==> src/inc/amwp_pkg.sv <==
// constants for the host-side controller of a byte-wide async memory port
// assumes core_clk at 125 MHz (8 ns period)
package amwp_pkg;

   // ------------------------------------------------------------
   // bus widths
   // ------------------------------------------------------------
   localparam int ADDR_W = 17;
   localparam int DATA_W = 8;

   // ------------------------------------------------------------
   // timing in ns and derived cycle counts
   // ------------------------------------------------------------
   localparam int CLK_PERIOD_NS  = 8;
   localparam int T_CYCLE_NS     = 45;
   localparam int T_PULSE_NS     = 20;
   localparam int T_ADDR_END_NS  = 25;
   localparam int T_DATA_SU_NS   = 15;
   localparam int T_HIGH_NS      = 2;
   localparam int T_WH_EL_NS     = 12;
   localparam int T_READ_NS      = 45;

   // least times round up
   localparam int PULSE_CYC    =
      (T_ADDR_END_NS + CLK_PERIOD_NS - 1) / CLK_PERIOD_NS;
   localparam int CYCLE_CYC    =
      (T_CYCLE_NS + CLK_PERIOD_NS - 1) / CLK_PERIOD_NS;
   localparam int HIGH_CYC_RAW =
      (T_WH_EL_NS + CLK_PERIOD_NS - 1) / CLK_PERIOD_NS;
   localparam int HIGH_CYC     = (HIGH_CYC_RAW < 1) ? 1 : HIGH_CYC_RAW;
   // a read samples once the access time has passed and the data has
   // crossed both synchroniser flops
   localparam int READ_CYC     =
      (T_READ_NS + CLK_PERIOD_NS - 1) / CLK_PERIOD_NS + 2;

   localparam int CNT_W = 4;
   localparam logic [CNT_W-1:0] CNT_ONE  = 4'h1;
   localparam logic [CNT_W-1:0] CNT_ZERO = 4'h0;

   // ------------------------------------------------------------
   // controller states
   // ------------------------------------------------------------
   typedef enum logic [3:0] {
      AMWP_IDLE  = 4'b0001,
      AMWP_WRITE = 4'b0010,
      AMWP_READ  = 4'b0100,
      AMWP_RECOV = 4'b1000
   } amwp_state_t;

endpackage

==> src/rtl/amwp_sync.sv <==
// two-flop synchroniser for the data pins read back from the memory
// assumes one clock; clear is the asynchronous reset
module amwp_sync
   import amwp_pkg::*;
(
   input  wire logic              core_clk,
   input  wire logic              rst,
   input  wire logic              ce,
   input  wire logic [DATA_W-1:0] async_in,
   output logic      [DATA_W-1:0] sync_out
);

   logic [DATA_W-1:0] stage1;
   logic [DATA_W-1:0] next_stage1;
   logic [DATA_W-1:0] next_sync_out;

   always_comb
   begin
      next_stage1   = ce ? async_in : stage1;
      next_sync_out = ce ? stage1 : sync_out;
   end

   always_ff @(posedge core_clk or posedge rst)
   begin
      if (rst)
      begin
         stage1   <= '0;
         sync_out <= '0;
      end
      else
      begin
         stage1   <= next_stage1;
         sync_out <= next_sync_out;
      end
   end

endmodule // amwp_sync

==> src/rtl/amwp_host.sv <==
// host controller driving a byte-wide asynchronous memory over its pins
// assumes core_clk 125 MHz, rst async active high, ce freezes all state
//
// Contract
// - after strobe or select rises, hold it high at least 2 ns.
// - successive select falling edges at least 45 ns apart.
// - every write cycle lasts at least 45 ns address to address.
// - address stable at strobe fall, valid 25 ns before write end.
// - strobe-controlled write keeps strobe low at least 20 ns.
// - select-controlled write keeps select low at least 20 ns.
// - write data valid 15 ns before write end, held after.
// - shortened recovery: reassert select no sooner than 12 ns after strobe.
// - strobe held high throughout every read cycle.
// - address valid before or with select falling for reads.
// - continuous-select read: outputs follow each address change.
module amwp_host
   import amwp_pkg::*;
(
   input  wire logic              core_clk,
   input  wire logic              rst,
   input  wire logic              ce,
   input  wire logic              req_valid,
   input  wire logic              req_write,
   input  wire logic [ADDR_W-1:0] req_addr,
   input  wire logic [DATA_W-1:0] req_wdata,
   output logic                   req_ready,
   output logic                   rsp_valid,
   output logic      [DATA_W-1:0] rsp_rdata,
   output logic      [ADDR_W-1:0] mem_addr,
   output logic                   mem_sel_n,
   output logic                   mem_wr_n,
   output logic                   mem_oe_n,
   output logic      [DATA_W-1:0] mem_dq_out,
   output logic                   mem_dq_oe,
   input  wire logic [DATA_W-1:0] mem_dq_in
);

   // ------------------------------------------------------------
   // state
   // ------------------------------------------------------------
   amwp_state_t       state;
   amwp_state_t       next_state;
   logic [CNT_W-1:0]  cnt;
   logic [CNT_W-1:0]  next_cnt;
   logic [CNT_W-1:0]  gap;
   logic [CNT_W-1:0]  next_gap;
   logic [ADDR_W-1:0] next_mem_addr;
   logic              next_mem_sel_n;
   logic              next_mem_wr_n;
   logic              next_mem_oe_n;
   logic [DATA_W-1:0] next_mem_dq_out;
   logic              next_mem_dq_oe;
   logic              next_rsp_valid;
   logic [DATA_W-1:0] next_rsp_rdata;
   logic [DATA_W-1:0] dq_sync;

   // ------------------------------------------------------------
   // read data synchroniser
   // ------------------------------------------------------------
   amwp_sync u_sync (
      .core_clk (core_clk),
      .rst      (rst),
      .ce       (ce),
      .async_in (mem_dq_in),
      .sync_out (dq_sync)
   );

   // new access only when idle and the select-to-select gap has run out
   assign req_ready = ce && (state == AMWP_IDLE) && (gap == CNT_ZERO);

   // ------------------------------------------------------------
   // next-state logic
   // ------------------------------------------------------------
   always_comb
   begin
      next_state      = state;
      next_cnt        = cnt;
      next_gap        = (gap != CNT_ZERO) ? gap - CNT_ONE : gap;
      next_mem_addr   = mem_addr;
      next_mem_sel_n  = mem_sel_n;
      next_mem_wr_n   = mem_wr_n;
      next_mem_oe_n   = mem_oe_n;
      next_mem_dq_out = mem_dq_out;
      next_mem_dq_oe  = mem_dq_oe;
      next_rsp_valid  = 1'b0;
      next_rsp_rdata  = rsp_rdata;
      unique case (state)
         AMWP_IDLE:
         begin
            if (req_valid && req_ready)
            begin
               // address, select and strobe (oe on a read) change together: 0 ns setup
               next_mem_addr  = req_addr;
               next_mem_sel_n = 1'b0;
               next_gap       = CNT_W'(CYCLE_CYC - 1);
               if (req_write)
               begin
                  // oe stays high: strobe-and-select write, outputs off
                  next_mem_wr_n   = 1'b0;
                  next_mem_oe_n   = 1'b1;
                  next_mem_dq_out = req_wdata;
                  next_mem_dq_oe  = 1'b1;
                  next_cnt        = CNT_W'(PULSE_CYC);
                  next_state      = AMWP_WRITE;
               end
               else
               begin
                  next_mem_wr_n  = 1'b1;
                  next_mem_oe_n  = 1'b0;
                  next_mem_dq_oe = 1'b0;
                  next_cnt       = CNT_W'(READ_CYC);
                  next_state     = AMWP_READ;
               end
            end
         end
         AMWP_WRITE:
         begin
            if (cnt > CNT_ONE)
               next_cnt = cnt - CNT_ONE;
            else
            begin
               // strobe and select rise together; data and address held
               next_mem_wr_n  = 1'b1;
               next_mem_sel_n = 1'b1;
               next_cnt       = CNT_W'(HIGH_CYC);
               next_state     = AMWP_RECOV;
            end
         end
         AMWP_READ:
         begin
            if (cnt > CNT_ONE)
               next_cnt = cnt - CNT_ONE;
            else
            begin
               next_rsp_rdata = dq_sync;
               next_rsp_valid = 1'b1;
               next_mem_sel_n = 1'b1;
               next_mem_oe_n  = 1'b1;
               next_cnt       = CNT_W'(HIGH_CYC);
               next_state     = AMWP_RECOV;
            end
         end
         AMWP_RECOV:
         begin
            // address and data held through recovery, then bus released
            if (cnt > CNT_ONE)
               next_cnt = cnt - CNT_ONE;
            else
            begin
               next_mem_dq_oe = 1'b0;
               next_cnt       = CNT_ZERO;
               next_state     = AMWP_IDLE;
            end
         end
         default:
         begin
            next_state     = AMWP_IDLE;
            next_mem_sel_n = 1'b1;
            next_mem_wr_n  = 1'b1;
            next_mem_oe_n  = 1'b1;
            next_mem_dq_oe = 1'b0;
         end
      endcase
   end

   // ------------------------------------------------------------
   // registers
   // ------------------------------------------------------------
   always_ff @(posedge core_clk or posedge rst)
   begin
      if (rst)
      begin
         state      <= AMWP_IDLE;
         cnt        <= CNT_ZERO;
         gap        <= CNT_ZERO;
         mem_addr   <= '0;
         mem_sel_n  <= 1'b1;
         mem_wr_n   <= 1'b1;
         mem_oe_n   <= 1'b1;
         mem_dq_out <= '0;
         mem_dq_oe  <= 1'b0;
         rsp_valid  <= 1'b0;
         rsp_rdata  <= '0;
      end
      else if (ce)
      begin
         state      <= next_state;
         cnt        <= next_cnt;
         gap        <= next_gap;
         mem_addr   <= next_mem_addr;
         mem_sel_n  <= next_mem_sel_n;
         mem_wr_n   <= next_mem_wr_n;
         mem_oe_n   <= next_mem_oe_n;
         mem_dq_out <= next_mem_dq_out;
         mem_dq_oe  <= next_mem_dq_oe;
         rsp_valid  <= next_rsp_valid;
         rsp_rdata  <= next_rsp_rdata;
      end
   end

endmodule // amwp_host

==> config.mk <==
export PLATFORM = sky130hd
export DESIGN_NAME = amwp_host
export DESIGN_NICKNAME = d
export VERILOG_FILES = /design/src/inc/amwp_pkg.sv /design/src/rtl/amwp_sync.sv /design/src/rtl/amwp_host.sv
export SDC_FILE = /design/constraint.sdc
export NUM_CORES = 1
export LEC_CHECK = 0
export ABC_AREA = 0
export BUFFER_PORTS_ARGS = -buffer_cell sky130_fd_sc_hd__buf_2
export CAP_MARGIN = 20
export CORE_MARGIN = 5
export CORE_UTILIZATION = 48
export CTS_BUF_LIST = sky130_fd_sc_hd__clkbuf_16
export DETAILED_ROUTE_END_ITERATION = 16
export HOLD_SLACK_MARGIN = 0.06
export PLACE_DENSITY_LB_ADDON = 0.05
export SYNTH_ARGS = -nofsm -noshare
export SYNTH_HDL_FRONTEND = slang
export SYNTH_SLANG_ARGS = --single-unit
==> constraint.sdc <==
create_clock -name core_clk -period 2.8 [get_ports core_clk]
set_clock_uncertainty 0.05 [all_clocks]
set_input_delay 0.28 -clock core_clk [delete_from_list [all_inputs] [get_ports core_clk]]
set_output_delay 0.28 -clock core_clk [all_outputs]
set_load 0.02 [all_outputs]
## After elaboration in Yosys (flattened, before gate mapping)

Index checks and enable logic that the tools add are counted.
Widths: inputs -> output; s select.

- Mux-type cells: 26
- Reductions and logical operators: 18
- $lt $le $gt $ge: 1
- Add/subtract/negate cells: 2
- Equal/unequal tests: 9
- Bitwise logic cells: 5

Operators by type and width:

| kind | count |
|---|---|
| $mux 4 | 10 |
| $pmux 4 s3 | 2 |
| $reduce_and 4->1 | 6 |
| $pmux 1 s3 | 4 |
| $mux 1 | 9 |
| $reduce_and 3->1 | 3 |
| $ne 2x2->1 const B | 4 |
| $sub 4x1->4 const B | 2 |
| $reduce_or 2->1 | 3 |
| $not 1->1 | 5 |
| $eq 4x1->1 const B | 1 |
| $eq 4x2->1 const B | 1 |
| $eq 4x3->1 const B | 1 |
| $eq 4x4->1 const B | 1 |
| $gt 4x1->1 const B | 1 |
| $logic_not 4->1 | 1 |
| $reduce_bool 4->1 | 1 |
| $logic_and 1x1->1 | 3 |
| $mux 3 | 1 |
| $reduce_bool 3->1 | 1 |
| $ne 2x1->1 const B | 1 |

- Word-level logic and storage cells: 74
- Bits in registers: 66
- Output and inout bits: 39
- Bits of input ports: 38

## Depth between registers and ports, before layout

Gate-level depths: netlist of the first run.

- Depth in word-level cells: 6
- Mapped depth: 8
- Mapped depth without buffers: 6

## By module

From an unflattened synthesis of the first run, not the netlist that was laid out.

- Cells, all modules: 256
- Area total of the unflattened synthesis: 2,995.4 um2

Modules (own cells, without submodules):

| module | sequential area each (um2) | times used | area an instance (um2) | cells each |
|---|---|---|---|---|
| amwp_host | 1,256.2 | 1 | 2,342.2 | 221 |
| amwp_sync | 400.4 | 1 | 653.1 | 35 |

## Worst setup path after synthesis of the first run

OpenSTA, ideal clock, no wires.

- Kind: register to register
- From: register cnt[0]
- To: register rsp_rdata[0]
- Data required time: 2.625 ns
- Cell stages (with the launch flop): 8
- Data arrival time: 1.943 ns
- Setup slack: 0.682 ns
- Clock period less this slack: 2.118 ns
- Setup time: 0.125 ns
- Path buffers: 1
- Cell sequence: dfrtp_1 -> inv_1 -> ha_1 -> nor2_1 -> or3_1 -> buf_2 -> nor4_4 -> mux2_2

- Word-level cells in the longest chain between the ends: 3

Ends and longest elaborated chain:

| item | RTL line | RTL |
|---|---|---|
| start: declaration | amwp_host.sv:43 | `logic [CNT_W-1:0] cnt;` |
| start signal: assignment | amwp_host.sv:188 | `cnt <= next_cnt;` |
| $gt 4x1->1 | amwp_host.sv:131 | `if (cnt > CNT_ONE)` |
| $not 1->1 (no line) | n/a |  |
| $reduce_and 3->1 (no line) | n/a |  |
| end signal: assignment | amwp_host.sv:197 | `rsp_rdata <= next_rsp_rdata;` |
| end: declaration | amwp_host.sv:28 | `output logic [DATA_W-1:0] rsp_rdata,` |

Every way passes these cells.
A chain may end at the register's enable or synchronous reset.

## Final worst setup path of the first run

Ends and elaborated chain as after synthesis.

==> results of run 1 <==
[through the flow]
stage	instance area, um^2	std cells	util
after floorplan	2850	248	-
after global placement	3310	392	0.565
after detailed placement	3310	392	0.565
after CTS	3640	408	0.622
after global routing	3640	408	0.622
final	3640	408	0.622
[synthesized netlist by cell type (2+ instances only)]
| master | instances |
|---|---|
| sky130_fd_sc_hd__a21o_1 | 3 |
| sky130_fd_sc_hd__dfrtp_1 | 62 |
| sky130_fd_sc_hd__o311ai_0 | 3 |
| sky130_fd_sc_hd__a31o_2 | 2 |
| sky130_fd_sc_hd__a211o_1 | 2 |
| sky130_fd_sc_hd__dfstp_2 | 4 |
| sky130_fd_sc_hd__nor3_1 | 6 |
| sky130_fd_sc_hd__nor2_1 | 8 |
| sky130_fd_sc_hd__clkbuf_1 | 4 |
| sky130_fd_sc_hd__xnor2_1 | 2 |
| sky130_fd_sc_hd__inv_1 | 10 |
| sky130_fd_sc_hd__a21oi_1 | 3 |
| sky130_fd_sc_hd__o31ai_1 | 2 |
| sky130_fd_sc_hd__nand2b_1 | 3 |
| sky130_fd_sc_hd__and3_1 | 2 |
| sky130_fd_sc_hd__a211oi_1 | 3 |
| sky130_fd_sc_hd__nand3_1 | 3 |
| sky130_fd_sc_hd__buf_2 | 5 |
| sky130_fd_sc_hd__mux2_2 | 34 |
| sky130_fd_sc_hd__ha_1 | 3 |
| sky130_fd_sc_hd__nand2_1 | 58 |
| sky130_fd_sc_hd__o21ai_0 | 2 |
| sky130_fd_sc_hd__nor3b_1 | 3 |
[per-layer routing]
layer  routed length, um  global-route usage  vias to the layer above
met1                2640               0.218                     1003
met2                2750               0.266                       56
li1                    -                   -                     1013
met3                 398              0.0568                       13
met4                 117              0.0739                        0
met5                   0                   0                        -
[registers in the layout (all words and copies together) (netlist names)]
name,flops
cnt,4
gap,4
mem_addr,17
mem_dq_oe,1
mem_dq_out,8
mem_oe_n,1
mem_sel_n,1
mem_wr_n,1
rsp_rdata,8
rsp_valid,1
state,4
u_sync.stage1,8
u_sync.sync_out,8
[layout make-up]
| class | count | area share |
|---|---|---|
| clock buffers | 9 | 0.0619 |
| well taps | 75 | 0.0258 |
| clock inverters | 7 | 0.0302 |
| multi-input cells | 161 | 0.304 |
| inverters | 10 | 0.0103 |
| repair buffers | 80 | 0.113 |
| flip-flops and latches | 66 | 0.455 |
[cells by family (layout without fill, tap and decap cells)]
logic type	after synthesis	after routing
buffers and inverters	21	106
muxes	35	35
xor gates and xnor gates	2	2
AOI/OAI and AO/OA	27	27
adders and majority gates	3	3
and+or+nand+nor	94	94
DFF	66	66
[report_power, final]
part	switching [W]	internal, W
Clock	0.000391	0.000860
Sequential	0.000181	0.00126
Combinational	0.000654	0.000441
[how the worst max path moves through the flow]
stage / from / end / slack, ns / cells past startpoint
after floorplan: cnt[0] / rsp_rdata[0] / 0.68 / 7
after global placement: cnt[0] / rsp_rdata[2] / 0.49 / 6
after detailed placement: cnt[0] / rsp_rdata[4] / 0.44 / 6
after CTS: cnt[0] / rsp_rdata[0] / 0.42 / 6
after global routing: cnt[0] / rsp_rdata[0] / 0.29 / 6
final: cnt[0] / rsp_rdata[0] / 0.44 / 6
[worst max-delay path, delay by kind of cell, from the launching register on]
| kind | cells | cell delay [ns] |
|---|---|---|
| adders and majority gates | 1 | 0.20 |
| muxes | 1 | 0.40 |
| DFF | 1 | 0.39 |
| and+or+nand+nor | 3 | 1.09 |
| buffers and inverters | 1 | 0.10 |
==> results.txt, run 1 <==
The flow ran to the end, and the final reports show no timing, DRC or antenna violations. The number of rows in the core area is 28. The final RePlAce weighted congestion came out at 0.757. The number of global-route vias before repair is 2081. STA classifies the critical path endpoint as a flop. The routed via count is 2085. The total count of max-transition violations in the final report came out at 0. The share of synthesized area in the top cell type comes to 0.544. Once the clock tree was built, the resizer swapped 0 gates to a different size. The synthesis-stage register bit count came out at 66. The average via count per standard cell came out at 5.11. The library cell used most frequently in the layout, excluding fill and tap cells, is sky130_fd_sc_hd__buf_2.

The worst hold path belongs to the class in2reg. The number of hold violations in the final report came out at 0. The max-cap violation count came out at 0. The total CTS buffers came out at 9.

The hold-fix buffer count after cts came out at 0. Of the post-synthesis cell area, the part taken by muxes is 0.138. The deepest level of the CTS H-tree is 3. The clock latency on the worst-skew pair came out at 0.32 ns. Of the total synthesized cell area, the portion taken by AND, OR, NAND and NOR gates is 0.158.

The area of the multi-input gates came out at 1110 um^2. The aggregate routed wire length is 5.91 mm. The global-route wire length before repair came out at 9.92 mm. The worst setup path is launched from a flop. The gate count after technology mapping is 248. The number of antenna violations at the first check in global routing was 0. The area used by sequential logic in the layout came out at 1660 um^2. Pin placement for this block handled 77 I/O pins. The final hold slack came out at 0.0907 ns. The clock-pin slew on the worst setup and hold paths is 0.05 ns.

The slowest stage of the critical path is the sky130_fd_sc_hd__nor4_4 cell. The post-synthesis area per instance came out at 11.5 um^2. The xor/xnor cell area share of the yosys netlist came out at 0.00614. The critical path goes through inv_1 > ha_1 > nor2_1 > or3_1 > nor4_4 > mux2_2. The worst reg-to-reg path cell count came out at 6.

The most used flip-flop cell after synthesis is sky130_fd_sc_hd__dfrtp_1. Leaving out fill and tap cells, the most frequent cells in the layout are sky130_fd_sc_hd__buf_2, sky130_fd_sc_hd__dfrtp_1, sky130_fd_sc_hd__nand2_1. The leakage power of the design came out at 1.91 nW.

The starting density of the core came out at 0.488. The critical path start-end classification is reg2reg. The residual antenna-violating net count after detailed routing came out at 0. The number of I/O port buffers is 76.

The filler cell count came out at 486. The proportion of layout cells with a drive suffix above 1 came out at 0.423. The overflow left after global routing is 0. Yosys attributes the largest share of cell area to sky130_fd_sc_hd__dfrtp_1, sky130_fd_sc_hd__mux2_2, sky130_fd_sc_hd__nand2_1. The critical path arrival is 2.51 ns. The height of the chip is 87.1 um. The largest fanout on the critical path came out at 9. The TritonCTS sink count came out at 66. The adder-cell share of the synthesized area came out at 0.0132. After the first detailed-routing iteration, the DRC count stood at 123. The required time reported for the critical path endpoint came out at 2.95 ns.

The number of warning messages in the yosys log is 0. The largest voltage drop on the vdd net is 661 uV. Timing would allow up to 424 MHz. The number of synthesized flops with an enable pin is 0. The deepest clock path buffer count came out at 2. In this run the cell area of the synthesized design comes to 2850 um^2. The global-route total usage across every layer came out at 0.171. Setup repair after global routing left no endpoint under its margin. The post-synthesis compound-gate area fraction came to 0.0732. The pre-antenna-repair detailed-routing pass consisted of 4 iterations.

The pin count of the biggest net entering global routing is 67. The power per unit of standard cell area came out at 1040 nW/um^2. TritonCTS built the clock tree. The final-stage net count came out at 369. The wire length per cell came out at 14.5 um. The design draws 0.00379 W. After routing, the total negative slack on setup checks comes to 0 ns. For this run, the slowest stage of the critical path takes 0.57 ns.

In this run the most critical hold path is launched from req_addr[4]. The area added between synthesis and finish came out at 27.6%. The post-route fraction of the period consumed by the critical path is 0.842. The antenna diode count came out at 0. The number of distinct library cell variants in the gate-level netlist after synthesis came out at 44.

The number of buffers inserted by post-CTS setup repair came out at 0. The combinational family with the most area after synthesis is simple AND/OR/NAND/NOR gates. In this run the critical register-to-register path is captured at rsp_rdata[0]. For the pin with the worst max-slew slack, the measured transition is 0.796 ns.

The worst hold path terminates at mem_addr[4]. The worst path meets setup with 0.443 ns of slack. In this run the clock root is driven by a sky130_fd_sc_hd__clkbuf_16. The share of flip-flops with an asynchronous set or reset after synthesis came out at 1.00. Summed over all instances, the cell type with the most area after synthesis is sky130_fd_sc_hd__dfrtp_1. Before CTS, the worst setup slack after placement is 0.437 ns. The post-route minimum period is 2.36 ns.

The number of DRC violations after detailed routing came out at 0. The number of nets produced by synthesis came out at 289. The register area share after synthesis is 0.581. The startpoint identified for the worst register-to-register timing path is cnt[0]. The total area inside the core boundary comes to 5850 um^2.

Summed over all nets, the half-perimeter wirelength after detailed placement is 4.04 mm. The floorplan die area is 7580 um^2. The cell depth of the worst min-delay path came out at 3. The register-to-register setup slack is 0.44 ns.

The number of failing setup endpoints in the final timing report is 0. The x dimension of the die came out at 87.1 um. The max-slew headroom at the worst pin came out at 0.469.
Note: power is estimated with default switching activity, not from simulation.
==> run 2: changes to the inputs <==
Settings changed: ABC_AREA 0 to 1, CORE_UTILIZATION 48 to 47.
Clock period 2.8 ns to 2.1 ns, I/O delays scaled along.
==> run 2 against run 1 <==
Compared with the run above: wire length rose by 11%; largest power group unchanged; highest routed layer unchanged; largest cell class unchanged; sequential power increased by 35%; total power is 41% higher.
==> results.txt, run 2 <==
In this design, the critical path's most frequently occurring cell is sky130_fd_sc_hd__nand2_1. The leakage power of the design is 2.33 nW. The critical path starts at gap[0]. The register area share after synthesis came out at 0.549. For the worst setup path, the data required time is 2.32 ns. The floorplan die area came out at 8130 um^2. The area added between synthesis and finish came out at 34.4%.

The total count of max-transition violations in the final report came to 0. The max-slew headroom at the worst pin is 0.693. The number of global-route vias before repair came out at 2486. The gate count after technology mapping came out at 364. The sum of net half-perimeters after detailed placement came out at 4.39 mm.

The largest voltage drop on the vdd net is 845 uV. The detailed router finished its first iteration with 173 violations. The number of failing setup endpoints in the final timing report is 0. Counting the buffers created by CTS gives 9. The number of hold violations in the final report was 0. The startpoint of the most critical hold path is mem_dq_in[7]. In the final routed layout, each cell accounts on average for 11.8 um. The number of rows in the core area came out at 29.

The worst setup path is of the reg2reg kind. Subtracting the final worst setup slack from the clock period gives 1.81 ns. Sorting the synthesized cells by how often they occur yields sky130_fd_sc_hd__nand2_1, sky130_fd_sc_hd__dfrtp_1, sky130_fd_sc_hd__inv_1. From left edge to right edge, the die measures 90.2 um. The sequential power share came out at 0.364.

The critical path arrival is 2.03 ns. The top cell types in the final layout, fill and taps aside, are sky130_fd_sc_hd__nand2_1, sky130_fd_sc_hd__buf_2, sky130_fd_sc_hd__dfrtp_1. The critical path's top delay family is simple AND/OR/NAND/NOR gates. For this design, the slowest cell found on the critical path is sky130_fd_sc_hd__o21ai_2. The deepest level of the CTS H-tree is 3. The synthesis-stage register bit count came out at 66. Of the cells placed in the final design, the portion with a size suffix greater than 1 is 0.255. Setup total negative slack on the finished layout was measured at 0 ns.

Of the total power, the share spent switching nets is 0.382. The worst setup path is captured at a flop. TritonCTS built the clock tree. The number of nets produced by synthesis is 405. The number of DRC violations after detailed routing came out at 0.

The library cell with the highest instance count after synthesis is sky130_fd_sc_hd__nand2_1. The overflow left after global routing is 0. The peak clock frequency supported by timing is 552 MHz.

Leaving out fill and tap cells, the most frequent cell in the layout is sky130_fd_sc_hd__nand2_1. The register with the most flip-flops in the layout has 17 of them. The post-route fraction of the period consumed by the critical path is 0.863. For this block, the routed nets add up to 6.57 mm of wire. The starting density of the core is 0.478.

The residual antenna-violating net count after detailed routing is 0. The power per unit of standard cell area is 1310 nW/um^2. Counting along the longest clock path gives a buffer depth of 2.

The flow ran to the end, and the final reports show no timing, DRC or antenna violations. The final core area utilization is 0.643. The synthesized design spends more area on one cell type than any other, namely sky130_fd_sc_hd__dfrtp_1. The pin count of the biggest net entering global routing came out at 67. The final-stage net count came out at 515. The critical path buffer and inverter count is 1. The worst min-delay path class is in2reg.

The average via count per standard cell came out at 4.62. Traced cell by cell, the critical path runs through inv_1 > ha_1 > nand3_2 > o21ai_2 > nand2_1 > nor2_1 > nand2_1 > nand2_1. The number of gates resized after CTS is 0.

For the pin with the worst max-slew slack, the measured transition is 0.461 ns. The share of flip-flops with an asynchronous set or reset after synthesis is 1.00. The netlist uses 26 different library cells. The synthesized area is 3020 um^2. The largest fanout on the critical path came out at 12.

The clock reaches the later pin of the worst-skew pair after 0.33 ns. The global-route wire length before repair came out at 11.4 mm. The number of I/O port buffers is 76. The register with the most flip-flops in the final layout is mem_addr. Clock tree synthesis found a total of 66 sinks.

Among all flip-flop cells after synthesis, the most frequent one is sky130_fd_sc_hd__dfrtp_1. The net switching power is 0.00203 W. For this design the top-level I/O count stands at 77. The startpoint of the worst-slack reg-to-reg timing path is gap[0]. The global-route total usage across every layer came out at 0.168. The part of the power in the clock network is 0.280. The number of antenna violations at the first check in global routing came out at 0. Of the total power, combinational logic draws 0.356. The iteration count of the initial detailed-routing pass is 4.

The core region is 6310 um^2. The routed via count is 2566. The proportion of netlist area held by the largest area contributor came out at 0.514. The clock-pin slew on the worst setup and hold paths came out at 0.06 ns.

The root buffer cell chosen for the clock tree is sky130_fd_sc_hd__clkbuf_16. Yosys attributes the largest share of cell area to sky130_fd_sc_hd__dfrtp_1, sky130_fd_sc_hd__nand2_1, sky130_fd_sc_hd__inv_1. The number of buffers inserted by post-CTS setup repair came out at 0. The final RePlAce weighted congestion is 0.823. The internal portion of the total power is 0.00329 W. The height of the chip came out at 90.2 um. The number of hold buffers added after CTS was 31. The max-cap violation count came out at 0. The number of warning messages in the yosys log came out at 0. Setup repair after global routing left no endpoint under its margin. The synthesized design contains 0 enable-type register cells. STA classifies the critical path startpoint as a flop. In this design, the stage delay of the slowest critical-path cell is 0.41 ns. The post-synthesis area per instance is 8.29 um^2. The number of antenna diodes in the final layout is 0.
## run 2: cell count changes in the layout (fill, tap and decap cells not counted), moves of 4 or more
cell                            before  now
sky130_fd_sc_hd__nor2_1              8   18
sky130_fd_sc_hd__o21bai_1            0    5
sky130_fd_sc_hd__o21ai_0             2   14
sky130_fd_sc_hd__dlygate4sd3_1       0   31
sky130_fd_sc_hd__nand4_1             0    6
sky130_fd_sc_hd__mux2_2             34    0
sky130_fd_sc_hd__nand3_1             3   12
sky130_fd_sc_hd__o21ai_2             0    6
sky130_fd_sc_hd__nand2_1            58  169
sky130_fd_sc_hd__nor3_1              6    2
sky130_fd_sc_hd__inv_1              11   30
sky130_fd_sc_hd__nand2_2             1    6
## run 2: cells by family after synthesis
| group | synth area share |
|---|---|
| compound gates | 0.0580 |
| fa+ha+maj | 0.0124 |
| buf+inv | 0.0684 |
| flops | 0.549 |
| simple gates | 0.312 |
## run 2: worst paths after layout
check | endpoint | slack (ns) | cells after the start
max | cnt[3] | 0.29 | 8
min reg2reg | rsp_rdata[4] | 0.41 | 2
min in group asynchronous | u_sync.stage1[1] | 0.46 | 4
min | u_sync.stage1[7] | 0.06 | 3
max reg2reg | cnt[3] | 0.29 | 8
max in group asynchronous | mem_wr_n | 1.24 | 4
## run 2: per-stage QoR
step	cell area (um^2)	setup WS [ns]	hold WS, ns	instances	total power, W
after CTS	4060	0.282	0.0642	556	0.00538
after floorplan	3020	0.192	0.270	364	0.00328
after global placement	3440	0.331	0.260	509	0.00379
after global routing	4060	0.0830	0.0789	556	0.00572
final	4060	0.288	0.0607	556	0.00533
after detailed placement	3440	0.291	0.262	509	0.00381
## run 2: area by class of cell
class,instances,area (um^2)
fill,539,2260
inverter,34,128
multi-input combinational,254,1160
timing repair buffer,109,718
clock inverter,7,77.6
clock buffer,9,225
sequential,66,1660
tap,77,96.3
## run 2: per-layer routing
metal / global-route usage / share of wire / vias up
met1: 0.229 / 0.47 / 1158
met2: 0.257 / 0.47 / 56
met5: 0 / 0 / -
met3: 0.0417 / 0.054 / 4
li1: - / - / 1348
met4: 0.0670 / 0.0075 / 0
## run 2: worst min-delay path: cells and delay by family
family | cells | cell delay, ns
buf+inv | 1 | 0.08
compound gates | 1 | 0.06
simple gates | 1 | 0.04
## run 2: power by group through the flow
stage          registers, W  clock network, W  logic (W)
6_report            0.00194           0.00149    0.00190
5_1_grt             0.00199           0.00158    0.00215
4_1_cts             0.00194           0.00152    0.00191
3_5_place_dp        0.00194                 0    0.00187
3_3_place_gp        0.00195                 0    0.00184
2_1_floorplan       0.00226                 0    0.00102
